==> src/core/asc_pkg.sv <==
// Package: constants for the asynchronous static memory controller
package asc_pkg;
   // Memory geometry
   localparam int ADDR_W = 17;
   localparam int DATA_W = 8;
   localparam int WORDS = 131072;
   // Clock rate and period
   localparam int CLK_MHZ = 40;
   localparam int CLK_PS = 1000000 / CLK_MHZ;
   // Device timing figures in ns, slower grade so both grades are met
   localparam int ADDRESS_ACCESS_DELAY_NS = 15;
   localparam int DESELECT_POWERDOWN_DELAY_NS = 15;
   localparam int WRITE_RELEASE_FLOAT_DELAY_NS = 7;
   localparam int WRITE_DATA_LEAD_TIME_NS = 8;
   localparam int WRITE_PULSE_NS = 10;
   // Least times rounded up to whole cycles, at least one
   function automatic int ns_to_cyc(input int ns);
      int c;
      c = (ns * 1000 + CLK_PS - 1) / CLK_PS;
      return (c < 1) ? 1 : c;
   endfunction
   // Read wait: access delay plus one cycle to sample in
   localparam int READ_CYC = ns_to_cyc(ADDRESS_ACCESS_DELAY_NS) + 1;
   // Write strobe low time: pulse, and float delay plus data lead
   localparam int WR_A = ns_to_cyc(WRITE_PULSE_NS);
   localparam int WR_B = ns_to_cyc(WRITE_RELEASE_FLOAT_DELAY_NS + WRITE_DATA_LEAD_TIME_NS);
   localparam int WRITE_CYC = (WR_A > WR_B) ? WR_A : WR_B;
   localparam int PD_CYC = ns_to_cyc(DESELECT_POWERDOWN_DELAY_NS);
   localparam int CNT_W = 4;
   // Reset levels of the control pins (all inactive)
   localparam logic PIN_IDLE = 1'h1;
   typedef enum logic [2:0] {ST_IDLE, ST_RD, ST_WSET, ST_WR, ST_WEND} asc_state_t;
endpackage

==> src/core/asc_ctrl.sv <==
// Module: controller that drives an asynchronous 128K x 8 static memory
//
// Functional notes
// - A write happens while chip select and write strobe are both low.
// - A read happens with chip select and output drive low and write strobe high.
// - Write data is timed against whichever of chip select or write strobe rises first.
// - The controller must not drive data while the memory may still be driving it.
// - A strobe write with output drive low lasts at least float delay plus data lead.
// - For a select-started read the address is valid by chip select falling.
`timescale 1ns/1ps
module asc_ctrl
   import asc_pkg::*;
(
   input wire logic REF_CLK_I,
   input wire logic RESETN_I,
   input wire logic REQ_VALID_I,
   input wire logic REQ_WRITE_I,
   input wire logic [asc_pkg::ADDR_W-1:0] REQ_ADDR_I,
   input wire logic [asc_pkg::DATA_W-1:0] REQ_WDATA_I,
   output logic REQ_READY_O,
   output logic RSP_VALID_O,
   output logic [asc_pkg::DATA_W-1:0] RSP_RDATA_O,
   output logic [asc_pkg::ADDR_W-1:0] WORD_SELECT_LINES_O,
   output logic CHIP_SELECT_N_O,
   output logic OUTPUT_DRIVE_N_O,
   output logic WRITE_STROBE_N_O,
   input wire logic [asc_pkg::DATA_W-1:0] DATA_PINS_I,
   output logic [asc_pkg::DATA_W-1:0] DATA_PINS_O,
   output logic DATA_PINS_OE_O
);
   import asc_pkg::*;

   // ----------------------------------------
   // State
   // ----------------------------------------
   // Sequencer state and phase counter
   asc_state_t state_reg, state_next;
   logic [CNT_W-1:0] cnt_reg, cnt_next;

   // Request latched at take, held on the pins for the whole access
   logic [ADDR_W-1:0] addr_reg, addr_next;
   logic [DATA_W-1:0] wdata_reg, wdata_next;

   // Read byte handed back to the requester
   logic [DATA_W-1:0] rdata_reg, rdata_next;

   // Active-low memory controls and the data driver enable
   logic cs_n_reg, cs_n_next;
   logic oe_n_reg, oe_n_next;
   logic we_n_reg, we_n_next;
   logic doe_reg, doe_next;

   // Handshake flags toward the requester
   logic rdy_reg, rdy_next;
   logic rsp_reg, rsp_next;

   // Request accepted on this edge
   logic take_req;

   // ----------------------------------------
   // Helpers
   // ----------------------------------------
   // Load value of a timed phase, cut to the counter width
   function automatic logic [CNT_W-1:0] cnt_load(input int cycles);
      return CNT_W'(cycles);
   endfunction

   // Last cycle of a timed phase
   function automatic logic cnt_last(input logic [CNT_W-1:0] count);
      return count == CNT_W'(1);
   endfunction

   // One cycle of a timed phase gone
   function automatic logic [CNT_W-1:0] cnt_step(input logic [CNT_W-1:0] count);
      return count - CNT_W'(1);
   endfunction

   // Only an idle, ready controller takes a request
   assign take_req = REQ_VALID_I && rdy_reg;

   // ----------------------------------------
   // Next-state logic
   // ----------------------------------------
   // Sequencer for read and write cycles on the pins
   always_comb begin
      // Hold everything but the answer pulse unless a phase moves it
      state_next = state_reg;
      cnt_next = cnt_reg;
      addr_next = addr_reg;
      wdata_next = wdata_reg;
      rdata_next = rdata_reg;
      cs_n_next = cs_n_reg;
      oe_n_next = oe_n_reg;
      we_n_next = we_n_reg;
      doe_next = doe_reg;
      rdy_next = rdy_reg;
      rsp_next = 1'h0; // Answer pulse lasts one cycle
      case (state_reg)
         ST_IDLE: begin
            // Bus quiet and ready while nothing is pending
            cs_n_next = PIN_IDLE; // Deselect for standby
            oe_n_next = PIN_IDLE;
            we_n_next = PIN_IDLE;
            doe_next = 1'h0;
            rdy_next = 1'h1;
            if (take_req) begin
               rdy_next = 1'h0;
               addr_next = REQ_ADDR_I; // Address on the same edge select falls for a read, a cycle before it for a write
               wdata_next = REQ_WDATA_I;
               if (REQ_WRITE_I) begin
                  // Address settles one cycle before the write starts
                  state_next = ST_WSET;
               end else begin
                  cs_n_next = 1'h0; // Read with strobe high
                  oe_n_next = 1'h0;
                  cnt_next = cnt_load(READ_CYC);
                  state_next = ST_RD;
               end
            end
         end
         ST_RD: begin
            // Wait the access delay then sample
            if (cnt_last(cnt_reg)) begin
               rdata_next = DATA_PINS_I;
               rsp_next = 1'h1;
               cs_n_next = 1'h1;
               oe_n_next = 1'h1;
               cnt_next = cnt_load(PD_CYC); // Standby settle time
               state_next = ST_WEND;
            end else begin
               cnt_next = cnt_step(cnt_reg);
            end
         end
         ST_WSET: begin
            // Output drive stays high so the memory never drives
            cs_n_next = 1'h0;
            we_n_next = 1'h0; // Write overlap starts
            doe_next = 1'h1;
            cnt_next = cnt_load(WRITE_CYC); // Long enough for float and lead
            state_next = ST_WR;
         end
         ST_WR: begin
            if (cnt_last(cnt_reg)) begin
               // Strobe rises first and ends the write
               we_n_next = 1'h1; // Data held past the ending edge
               cnt_next = cnt_load(PD_CYC);
               state_next = ST_WEND;
            end else begin
               cnt_next = cnt_step(cnt_reg);
            end
         end
         ST_WEND: begin
            // Release select and data one cycle after the strobe rose
            cs_n_next = 1'h1;
            doe_next = 1'h0;
            if (cnt_last(cnt_reg)) begin
               state_next = ST_IDLE;
               rdy_next = 1'h1;
            end else begin
               cnt_next = cnt_step(cnt_reg);
            end
         end
         default: begin
            // Unused code, back to a quiet bus
            state_next = ST_IDLE;
         end
      endcase
   end

   // ----------------------------------------
   // Registers
   // ----------------------------------------
   // Synchronous reset to idle, pins inactive
   always_ff @(posedge REF_CLK_I) begin
      if (!RESETN_I) begin
         state_reg <= ST_IDLE;
         cnt_reg <= '0;
         addr_reg <= '0;
         wdata_reg <= '0;
         rdata_reg <= '0;
         cs_n_reg <= PIN_IDLE;
         oe_n_reg <= PIN_IDLE;
         we_n_reg <= PIN_IDLE;
         doe_reg <= 1'h0;
         rdy_reg <= 1'h0; // Ready comes one cycle after release
         rsp_reg <= 1'h0;
      end else begin
         state_reg <= state_next;
         cnt_reg <= cnt_next;
         addr_reg <= addr_next;
         wdata_reg <= wdata_next;
         rdata_reg <= rdata_next;
         cs_n_reg <= cs_n_next;
         oe_n_reg <= oe_n_next;
         we_n_reg <= we_n_next;
         doe_reg <= doe_next;
         rdy_reg <= rdy_next;
         rsp_reg <= rsp_next;
      end
   end

   // ----------------------------------------
   // Outputs
   // ----------------------------------------
   // Requester side, straight from flip-flops
   assign REQ_READY_O = rdy_reg;
   assign RSP_VALID_O = rsp_reg;
   assign RSP_RDATA_O = rdata_reg;

   // Memory address and controls, straight from flip-flops
   assign WORD_SELECT_LINES_O = addr_reg; // 17-bit word address
   assign CHIP_SELECT_N_O = cs_n_reg;
   assign OUTPUT_DRIVE_N_O = oe_n_reg;
   assign WRITE_STROBE_N_O = we_n_reg;

   // Write byte and its driver enable
   assign DATA_PINS_O = wdata_reg;
   assign DATA_PINS_OE_O = doe_reg;
endmodule

==> config.mk <==
export PLATFORM = sky130hd
export DESIGN_NAME = asc_ctrl
export DESIGN_NICKNAME = d
export VERILOG_FILES = /design/src/core/asc_pkg.sv /design/src/core/asc_ctrl.sv
export SDC_FILE = /design/constraint.sdc
export NUM_CORES = 1
export LEC_CHECK = 0
export CAP_MARGIN = 0
export CORE_ASPECT_RATIO = 0.75
export CORE_MARGIN = 3
export CORE_UTILIZATION = 61
export DETAILED_ROUTE_END_ITERATION = 12
export DONT_BUFFER_PORTS = 1
export PLACE_DENSITY = 0.77
export SYNTH_ARGS = -nofsm -noshare
export SYNTH_HDL_FRONTEND = slang
export SYNTH_SLANG_ARGS = --single-unit
==> constraint.sdc <==
create_clock -name REF_CLK_I -period 2.01 [get_ports REF_CLK_I]
set_input_delay 0.201 -clock REF_CLK_I [delete_from_list [all_inputs] [get_ports REF_CLK_I]]
set_output_delay 0.201 -clock REF_CLK_I [all_outputs]
set_load 0.005 [all_outputs]
-- Word-level counts from Yosys, hierarchy flattened
Cells that the tools add are included.
- flip-flop bits (word level): 46
- output and inout bits: 39
- word-level logic and storage cells: 63
- $add $sub $neg: 1
- eq/ne operators: 12
- multiplexer cells: 20
- reductions and logical operators: 19
- operators by type and width (cell ; number):
    $mux 4 ; 4
    $pmux 4 s4 ; 1
    $reduce_and 2->1 ; 7
    $ne 2x2->1 const B ; 6
    $pmux 3 s4 ; 1
    $mux 3 ; 3
    $reduce_bool 4->1 ; 2
    $eq 3x2->1 const B ; 2
    $pmux 1 s2 ; 3
    $reduce_bool 2->1 ; 3
    $mux 1 ; 5
    $eq 4x1->1 const B ; 1
    $pmux 1 s4 ; 1
    $reduce_and 4->1 ; 1
    $reduce_or 2->1 ; 2
    $sub 4x1->4 const B ; 1
    $eq 3x1->1 const B ; 1
    $eq 3x3->1 const B ; 1
    $logic_not 3->1 ; 1
    $pmux 1 s3 ; 1
    $reduce_and 3->1 ; 1
    $reduce_bool 3->1 ; 1
    $mux 2 ; 1
    $ne 2x1->1 const B ; 1
    $logic_and 1x1->1 ; 1

-- Longest topological paths before layout
Gate-level depths: netlist (run 1).
- depth in word-level cells: 4
- gate-level depth with buffers: 8
- depth with buffers taken out: 6

-- Worst setup path before layout (run 1)
No wires, ideal clock.
- kind: reg2reg
- from: register cnt_reg[1]
- to: register rdata_reg[0] (netlist: RSP_RDATA_O[0])
- arrival: 1.604 ns
- required time: 1.894 ns
- path slack: 0.289 ns
- cell stages (with the launch flop): 9
- path buffers: 2
- clock period less this slack: 1.721 ns
- path through: dfxtp_1 > inv_1 > ha_1 > or3b_1 > buf_6 > or3_1 > buf_6 > nand2_1 > a21boi_1
- word-level cells in the longest chain between the ends: 2
- RTL lines (item ; RTL line ; RTL):
    start, declared ; asc_ctrl.sv:38 ; logic [CNT_W-1:0] cnt_reg, cnt_next;
    start signal, assigned ; asc_ctrl.sv:189 ; cnt_reg <= cnt_next;
    $eq 4x1->1 ; asc_ctrl.sv:70 ; return count == CNT_W'(1);
    $reduce_and 2->1 (no line) ; n/a ;
    end signal, assigned ; asc_ctrl.sv:192 ; rdata_reg <= rdata_next;
    end, declared ; asc_ctrl.sv:45 ; logic [DATA_W-1:0] rdata_reg, rdata_next;
Every way passes these cells.
A chain may end at the register's enable or synchronous reset.

-- Worst setup path in the final report (run 1)
- from: register cnt_reg[1]
- to: register cnt_reg[3]
- word-level cells in the longest chain between the ends: 3
- elaborated cells between the ends (all ways): 7
- RTL lines (item ; RTL line ; RTL):
    $sub 4x1->4 or $eq 4x1->1 (tied branches) ; asc_ctrl.sv:75, asc_ctrl.sv:70 ;
    $mux 4, or another cell as far along ; asc_ctrl.sv:156 ; if (cnt_last(cnt_reg)) begin
    $pmux 4 s4 or $reduce_and 4->1 (tied branches) ; n/a ;
Parallel ways exist; a longest one is shown, timed or not. The select of a mux whose other input is x is not followed.

==> results.json, run 1 <==
{
  "grt_pass1_wl_um": 6720,
  "ios": 76,
  "finalHoldWorstSlack_ns": 0.0224,
  "drtIter0Drc": 78,
  "start_util_pct": 66.1,
  "synth_edf_count": 0,
  "setup_viol": 0,
  "clock-sinks": 46,
  "design_area_um2": 2130,
  "synth.avg_cell_area_um2": 8.77,
  "netSwitchingPower_uw": 956,
  "area_growth_pct": 5.79,
  "rows": 17,
  "swShare_pct": 34.4,
  "cts_made_buffers": 5,
  "ys_seq_area_share_pct": 45.8,
  "cts_root_buf": "clkbuf_8",
  "grt_util_all_layers_pct": 21.1,
  "path_max_fanout": 8,
  "p_int_mw": 1.82,
  "final_hold_viol_count": 0,
  "start_kind": "register",
  "slew_headroom_pct": 69.5,
  "cp.required_ns": 2.27,
  "num_vias": 1523,
  "dp_slack_ns": 0.0652,
  "num_antenna_cells": 0,
  "syn-num-nets": 268,
  "ys_types": 43,
  "power_density_nw_per_um2": 1310,
  "tightestPinTransition_ns": 0.457,
  "drive_gt1_share_pct": 11.1,
  "coreArea_um2": 3040,
  "critPathCaptureType": "register",
  "max_freq_ghz": 0.535,
  "combPwrFrac_pct": 29.5,
  "yosys_warnings": 0,
  "htree_levels": 2,
  "num-fill-cells": 228,
  "post-route-min-period_ns": 1.87,
  "grt_pass1_vias": 1462,
  "nets": 264,
  "dpl.hpwl_um": 3030,
  "hold_class": "in2reg",
  "timing.final.ws_setup_ns": 0.139,
  "yosys_most_used_dff": "dfxtp_1",
  "max_cap_viol_count": 0,
  "portBuffers": 0,
  "synth_area_um2": 2010,
  "final_cell_mix": "nand2_1 (73), dfxtp_1 (46), a21boi_0 (17)",
  "largest_reg_flops": 17,
  "wl_um": 4300,
  "post_drt_via_cell_ratio": 5.77,
  "multi_input_area_um2": 970,
  "clkPwrFrac_pct": 25.2,
  "ir_drop_uv": 682,
  "p_leak_nw": 0.768,
  "wl_per_cell_um": 16.3,
  "die_h_um": 55.7,
  "tritoncts": "built",
  "antenna_left": 0,
  "maxSlewViolCount": 0,
  "rsz0062_at_grt": "no",
  "drtPass1Iterations": 5,
  "final_common_cell": "nand2_1",
  "grt_overflow": 0,
  "drc": 0,
  "netlist_instances": 229,
  "cts_buffer_depth": 2,
  "stdcell_count": 264,
  "post-route-period-util_pct": 93.1,
  "clk_latency_ns": 0.31,
  "grt_start_max_net_pins": 47,
  "p_seq_share_pct": 45.3,
  "finalWeightedCongestion": 0.771,
  "seqCellArea_um2": 921,
  "skew_ns": 0.00621,
  "ys_ff_latch": 46,
  "antenna_found_initial": 0,
  "synthArstFlopShare_pct": 0,
  "crit_type": "reg2reg",
  "place_area_um2": 1990,
  "cp.arrival_ns": 2.13,
  "outcome": "complete, no violations",
  "path_clk_slew_ns": 0.09,
  "setup_tns_ns": 0,
  "die-area_um2": 4030,
  "die_w_um": 72.3,
  "dp.cells": 254
}
kinds of logic after synthesis:
family / synth area share [%]
AOI/OAI and AO/OA: 24.1
buffers and inverters: 6.29
and+or+nand+nor: 22.5
adders and majority gates: 1.25
DFF: 45.8
final cells by class:
type                            count  area share (%)
Clock buffer                        5            3.24
Clock inverter                      3            2.06
Inverter                            4           0.706
Multi-Input combinational cell    162            45.6
Sequential cell                    46            43.3
Tap cell                           38            2.24
Timing Repair Buffer                6            2.83
synthesized netlist by cell type, types with 2 or more instances:
master / number / area, um2
a21boi_0: 17 / 128
a21boi_1: 16 / 120
a21oi_1: 6 / 30.0
a22oi_1: 2 / 15.0
and2_1: 2 / 12.5
buf_2: 5 / 25.0
buf_6: 5 / 56.3
clkbuf_1: 6 / 22.5
dfxtp_1: 46 / 921
ha_1: 2 / 25.0
inv_1: 4 / 15.0
nand2_1: 73 / 274
nor2_1: 5 / 18.8
nor3_4: 2 / 32.5
o211a_1: 2 / 20.0
o211ai_1: 2 / 15.0
o21ai_0: 5 / 25.0
o2bb2ai_1: 3 / 26.3
or3_1: 2 / 12.5
power by group through the flow:
stage / logic (mW) / clock network, mW / registers [mW]
6_report: 0.819 / 0.699 / 1.26
5_1_grt: 0.909 / 0.739 / 1.28
4_1_cts: 0.779 / 0.706 / 1.26
3_5_place_dp: 0.770 / 0 / 1.28
3_3_place_gp: 0.736 / 0 / 1.27
2_1_floorplan: 0.727 / 0 / 1.19
what timing repair did:
action	CTS	global route
hold endpoints to repair	3	0
buffers inserted	0	1
setup endpoints to repair	0	11
hold buffers	1	0
gates resized for setup	0	2
through the flow:
| stage | total power, mW | utilization, % |
|---|---|---|
| after global placement | 2.00 | 65.4 |
| after floorplan | 1.92 | - |
| after global routing | 2.93 | 69.9 |
| after detailed placement | 2.05 | 65.4 |
| final | 2.78 | 69.9 |
| after CTS | 2.74 | 69.4 |
final timing paths:
check / end / from / slack, ns / cells after the start
setup / recovery: cnt_reg[3] / cnt_reg[1] / 0.14 / 7
hold reg to reg: DATA_PINS_O[3] / DATA_PINS_O[3] / 0.48 / 2
setup reg to reg: cnt_reg[3] / cnt_reg[1] / 0.14 / 7
hold / removal: RSP_RDATA_O[7] / DATA_PINS_I[7] / 0.02 / 2
worst max-delay path, cell delays in order (launching register included):
cell       delay, ns
dfxtp_1         0.34
inv_1           0.10
ha_1            0.17
or3b_4          0.46
a211oi_4        0.31
buf_4           0.18
o2bb2ai_1       0.11
a22o_1          0.15
routing by layer:
metal / vias to the layer above / share of wire [%] / GRT usage (%)
li1: 761 / - / -
met1: 701 / 41 / 25.4
met2: 54 / 49 / 34.4
met3: 7 / 8.0 / 6.32
met4: 0 / 1.6 / 9.65
met5: - / 0 / 0
Power figures use the tool's default switching activity.
==> inputs of run 2 (changes only) <==
--- a/config.mk
+++ b/config.mk
@@ -5,6 +5,7 @@
 export SDC_FILE = /design/constraint.sdc
 export NUM_CORES = 1
 export LEC_CHECK = 0
+export ABC_AREA = 1
 export CAP_MARGIN = 0
 export CORE_ASPECT_RATIO = 0.75
 export CORE_MARGIN = 3
==> run 2 against run 1 <==
Against the previous run:
- global-route usage decreased by 0.37 points
- non-clock buffer count decreased by 4
- via count increased by 9.1%
- first-iteration DRC count increased by 18%
- sequential power about the same
- register-to-register slack improved by 0.48 ns
- critical endpoint is now CHIP_SELECT_N_O
==> results.json, run 2 <==
{
  "outcome": "complete, no violations",
  "synthArstFlopShare_pct": 0,
  "swShare_pct": 42.0,
  "crit_buf_inv": 1,
  "power_density_nw_per_um2": 1440,
  "ios": 76,
  "synth_edf_count": 0,
  "p_int_mw": 1.70,
  "wl_um": 4060,
  "cts_root_buf": "clkbuf_8",
  "highest-signal-layer": "met4",
  "yosysMostFrequentCell": "nand2_1",
  "netlist_instances": 261,
  "p_leak_nw": 0.854,
  "synth_area_um2": 1960,
  "die_h_um": 55.1,
  "yosys_warnings": 0,
  "drive_gt1_share_pct": 9.96,
  "coreArea_um2": 3000,
  "die-area_um2": 3930,
  "skew_ns": 0.00480,
  "setup_tns_ns": 0,
  "crit_type": "reg2reg",
  "die_w_um": 71.4,
  "grt_start_max_net_pins": 29,
  "path_delay_family": "simple AND/OR/NAND/NOR gates",
  "path_clk_slew_ns": 0.08,
  "clock-sinks": 46,
  "antenna_left": 0,
  "tightestPinTransition_ns": 0.401,
  "path_max_fanout": 9,
  "synth_top_area_share_pct": 47.1,
  "worst-r2r-setup-slack_ns": 0.62,
  "ys_seq_area_share_pct": 47.1,
  "setup_viol": 0,
  "slew_headroom_pct": 73.2,
  "clkPwrFrac_pct": 18.7,
  "synth.avg_cell_area_um2": 7.50,
  "largest_reg_flops": 17,
  "final_cell_mix": "nand2_1 (85), dfxtp_1 (46), nand3_1 (36)",
  "crit_path_top_delay_cell": "dfxtp_1",
  "cp.required_ns": 2.18,
  "num_vias": 1661,
  "maxSlewViolCount": 0,
  "finalWeightedCongestion": 0.907,
  "post_drt_via_cell_ratio": 5.56,
  "netSwitchingPower_mw": 1.23,
  "synth_common_cells": "nand2_1 (85), dfxtp_1 (46), nand3_1 (36)",
  "nets": 299,
  "num-fill-cells": 264,
  "final_common_cell": "nand2_1",
  "grt_pass1_vias": 1418,
  "drc": 0,
  "yosys_most_used_dff": "dfxtp_1",
  "met1_length_um": 1810,
  "num_antenna_cells": 0,
  "final_hold_viol_count": 0,
  "max_cap_viol_count": 0,
  "combPwrFrac_pct": 38.4,
  "area_growth_pct": 4.28,
  "cpPeakStageDelay_ns": 0.33,
  "ir_drop_uv": 560,
  "rsz0062_at_grt": "no",
  "wl_per_cell_um": 13.6,
  "rows": 17,
  "met2WireLength_um": 1710,
  "drtPass1Iterations": 5,
  "max_freq_ghz": 0.720,
  "portBuffers": 0,
  "cts_buffer_depth": 2,
  "crit_chain": "inv_1, ha_1, nand2_2, nor3_4, nor2_2, nand3_1",
  "synth.area.top_cells": "dfxtp_1 (47%), nand2_1 (16%), nand3_1 (9.2%)",
  "grt_overflow": 0,
  "post-route-min-period_ns": 1.39,
  "start_util_pct": 65.2,
  "cts_made_buffers": 5,
  "htree_levels": 2,
  "p_seq_share_pct": 42.9,
  "tritoncts": "built",
  "hold_class": "in2reg",
  "antenna_found_initial": 0,
  "dr_wl_met3_um": 492,
  "syn-num-nets": 300,
  "cts_setup_buffers": 0,
  "design_area_um2": 2040,
  "clk_latency_ns": 0.29,
  "cts_resized": 0,
  "ys_types": 26,
  "cp.arrival_ns": 1.56,
  "place_area_um2": 1940,
  "start_kind": "register",
  "grt_util_all_layers_pct": 20.8,
  "yosys.area.top_type": "dfxtp_1",
  "critPathCaptureType": "register",
  "grt_pass1_wl_um": 6270,
  "ys_ff_latch": 46,
  "drtIter0Drc": 92,
  "post-route-period-util_pct": 69.1,
  "dpl.hpwl_um": 2950
}
-- run 2: layout make-up --
class	count	area, um2	area share, %
clock buffers	6	72.6	3.56
repair buffers	2	17.5	0.858
clock inverters	2	13.8	0.674
flip-flops and latches	46	921	45.1
multi-input cells	185	886	43.4
well taps	38	47.5	2.33
inverters	20	82.6	4.05
-- run 2: worst reg2reg max path: stages, from the launching register on --
cell and delay [ns]:
dfxtp_1 0.33, inv_1 0.08, ha_1 0.20, nand2_2 0.19
nor3_4 0.07, nor2_2 0.27, nand3_1 0.12
-- run 2: final timing paths --
check                    endpoint  depth (start not counted)      startpoint
setup / recovery  CHIP_SELECT_N_O                          6      cnt_reg[1]
hold / removal     RSP_RDATA_O[2]                          2  DATA_PINS_I[2]
setup reg to reg  CHIP_SELECT_N_O                          6      cnt_reg[1]
hold reg to reg        cnt_reg[1]                          2      cnt_reg[1]
-- run 2: layer usage --
layer	global-route usage (%)	vias to the layer above
li1	-	839
met1	28.5	727
met2	29.7	88
met3	8.30	7
met4	6.56	0
met5	0	-
-- run 2: repair_timing --
action / in CTS / in global routing
setup endpoints to repair: 0 / 0
hold buffers: 1 / 0
hold endpoints to repair: 2 / 0
-- run 2: logic make-up after synthesis --
kind of cell / count (synthesis) / synth area share (%)
xor+xnor: 1 / 0.448
buf+inv: 30 / 7.67
flops: 46 / 47.1
simple gates: 144 / 33.4
fa+ha+maj: 2 / 1.28
compound gates: 38 / 10.1
-- run 2: metrics by stage --
stage / total power, mW / worst slack, ns / std cells / util, % / hold WS, ns
6_report: 2.94 / 0.621 / 299 / 68.0 / 0.00570
5_1_grt: 3.17 / 0.461 / 299 / 68.0 / 0.00234
4_1_cts: 2.95 / 0.594 / 299 / 68.0 / 0.000551
3_5_place_dp: 2.41 / 0.606 / 290 / 64.8 / 0.297
3_3_place_gp: 2.40 / 0.661 / 290 / 64.8 / 0.290
2_1_floorplan: 2.28 / 0.785 / 261 / - / 0.304
-- run 2: power by group through the flow --
stage	Combinational (mW)	Clock [mW]	Sequential [mW]
after floorplan	1.04	0	1.24
after global placement	1.12	0	1.28
after detailed placement	1.13	0	1.28
after CTS	1.13	0.560	1.26
after global routing	1.29	0.587	1.29
final	1.13	0.549	1.26
==> inputs of run 3 (changes only) <==
--- a/config.mk
+++ b/config.mk
@@ -9,10 +9,10 @@
 export CAP_MARGIN = 0
 export CORE_ASPECT_RATIO = 0.75
 export CORE_MARGIN = 3
-export CORE_UTILIZATION = 61
+export CORE_UTILIZATION = 55
 export DETAILED_ROUTE_END_ITERATION = 12
 export DONT_BUFFER_PORTS = 1
-export PLACE_DENSITY = 0.77
+export PLACE_DENSITY = 0.73
 export SYNTH_ARGS = -nofsm -noshare
 export SYNTH_HDL_FRONTEND = slang
 export SYNTH_SLANG_ARGS = --single-unit
==> constraint.sdc (replaced) <==
create_clock -name REF_CLK_I -period 1.17 [get_ports REF_CLK_I]
set_input_delay 0.117 -clock REF_CLK_I [delete_from_list [all_inputs] [get_ports REF_CLK_I]]
set_output_delay 0.117 -clock REF_CLK_I [all_outputs]
set_load 0.005 [all_outputs]
==> run 3 against run 2 <==
Against the previous run:
- the run now ends with negative hold slack, negative setup slack left
- wire length rose to 2.7 times the previous value
- register-to-register slack worse by 1.1 ns
- worst setup slack worse by 1.1 ns
- sequential power increased by 85%
- non-clock buffer count rose by 66
- clock power increased by 97%
==> results.json, run 3 (synthesized netlist as in run 2, its figures left out) <==
{
  "outcome": "complete, but fails checks",
  "violations": "negative hold slack, negative setup slack",
  "finalHoldWorstSlack_ns": -0.0866,
  "critPathCaptureType": "register",
  "worst-r2r-setup-slack_ns": -0.43,
  "path_max_fanout": 2,
  "largest_reg_flops": 17,
  "coreArea_um2": 3360,
  "crit_chain": "inv_1, ha_1, xor2_1, nand3_1, nand2_1, nand2_1, a21oi_1",
  "crit_type": "reg2reg",
  "crit_top_cell": "nand2_1",
  "skew_ns": 0.00883,
  "wl_um": 10800,
  "cp.required_ns": 1.41,
  "hold_path_depth": 1,
  "slew_headroom_pct": 68.4,
  "grt_start_max_net_pins": 29,
  "num_antenna_cells": 0,
  "timing.final.ws_setup_ns": -0.434,
  "maxSlewViolCount": 0,
  "drc": 0,
  "setup_viol": 45,
  "p_leak_nw": 1.28,
  "drive_gt1_share_pct": 43.4,
  "multi_input_area_um2": 1400,
  "num-fill-cells": 40,
  "drtPass1Iterations": 6,
  "num_vias": 2661,
  "cts_root_buf": "clkbuf_8",
  "die-area_um2": 4320,
  "ir_drop_uv": 1680,
  "cts_buffer_depth": 2,
  "setup.worst_path.start": "cnt_reg[0]",
  "clock-sinks": 46,
  "start_util_pct": 58.3,
  "ios": 76,
  "clk_latency_ns": 0.32,
  "die_w_um": 74.9,
  "wl_per_cell_um": 28.9,
  "post-route-min-period_ns": 1.60,
  "area_growth_pct": 67.6,
  "grt_pass1_wl_um": 9130,
  "max_cap_viol_count": 0,
  "dp.cells": 312,
  "min-delay-start": "RESETN_I",
  "reg2reg_depth": 7,
  "final_common_cell": "nand2_1",
  "portBuffers": 0,
  "tritoncts": "built",
  "power_density_nw_per_um2": 2660,
  "grt_pass1_vias": 1954,
  "crit_path_top_delay_cell": "dfxtp_2",
  "max_freq_ghz": 0.624,
  "tightestPinTransition_ns": 0.474,
  "dpl.hpwl_um": 3170,
  "antenna_found_initial": 0,
  "post-route-period-util_pct": 137,
  "cts_made_buffers": 5,
  "total_power_mw": 8.73,
  "start_kind": "register",
  "drtIter0Drc": 407,
  "grt_util_all_layers_pct": 27.7,
  "final_hold_viol_count": 6,
  "cpPeakStageDelay_ns": 0.38,
  "finalWeightedCongestion": 0.892,
  "die_h_um": 57.7,
  "stdcell_count": 374,
  "grt_overflow": 0,
  "rows": 18,
  "nets": 372,
  "cp.arrival_ns": 1.85,
  "whs_endpoint": "OUTPUT_DRIVE_N_O",
  "final_cell_mix": "nand2_1 (67), dfxtp_1 (41), dlygate4sd3_1 (33)",
  "timing.rr.end": "cnt_reg[2]",
  "rsz0062_at_grt": "yes",
  "antenna_left": 0,
  "rr_startpoint": "cnt_reg[0]",
  "htree_levels": 2,
  "hold_class": "in2reg",
  "post_drt_via_cell_ratio": 7.11,
  "seqCellArea_um2": 935,
  "path_clk_slew_ns": 0.10
}
[run 3: how the worst max path moves through the flow]
stage	to	slack, ns
after floorplan	RSP_RDATA_O[0]	0.02
after global placement	CHIP_SELECT_N_O	-0.07
after detailed placement	CHIP_SELECT_N_O	-0.08
after CTS	RSP_RDATA_O[7]	-0.08
after global routing	cnt_reg[2]	-0.95
final	cnt_reg[2]	-0.43
[run 3: final cells by class]
class	instances	area share (%)
Sequential cell	46	28.5
Timing Repair Buffer	68	20.7
Multi-Input combinational cell	189	42.8
Clock inverter	2	0.420
Clock buffer	6	2.21
Timing Repair inverter	3	0.953
Tap cell	40	1.53
Inverter	20	2.97
[run 3: stage by stage]
stage	area [um2]	setup TNS (ns)	setup WS, ns	util, %	hold slack, ns
finish	3280	-6.81	-0.434	97.8	-0.0866
global route	3280	-8.58	-0.951	97.8	-0.0807
CTS	2650	-0.674	-0.0758	79.0	-0.107
detailed placement	2140	-1.20	-0.0815	63.8	0.207
global placement	2140	-0.484	-0.0660	63.8	0.206
floorplan	1980	0	0.0201	-	0.220
[run 3: per-layer routing]
| layer | track usage (%) | routed length (um) | vias to the layer above |
|---|---|---|---|
| met1 | 35.0 | 3480 | 1200 |
| met3 | 7.80 | 1530 | 123 |
| li1 | - | - | 995 |
| met4 | 8.12 | 1080 | 0 |
| met5 | 0 | 0 | - |
| met2 | 45.8 | 4710 | 343 |
[run 3: power by group]
group	total (mW)	switching [mW]	leakage, nW	internal, mW
Clock	1.08	0.657	0.0452	0.425
Sequential	2.33	0.424	0.377	1.90
Combinational	5.32	3.27	0.860	2.05
Total	8.73	4.35	1.28	4.38
[run 3: worst max-delay path, delay by kind of cell (launching register included)]
kind | cells | cell delay (ns)
flip-flops | 1 | 0.38
XOR/XNOR | 1 | 0.30
AND/OR/NAND/NOR | 3 | 0.39
buffers and inverters | 1 | 0.08
adder cells (fa/ha/maj) | 1 | 0.22
AO/OA/AOI/OAI | 1 | 0.16
[run 3: repair_timing]
item                                   4_1_cts  5_1_grt
hold buffers                                32        1
gates resized for setup                     15      112
cloned                                       3        5
pin swaps                                    5       45
endpoints found under the hold margin       39        7
buffers inserted                             6        7
setup endpoints to repair                   41       45
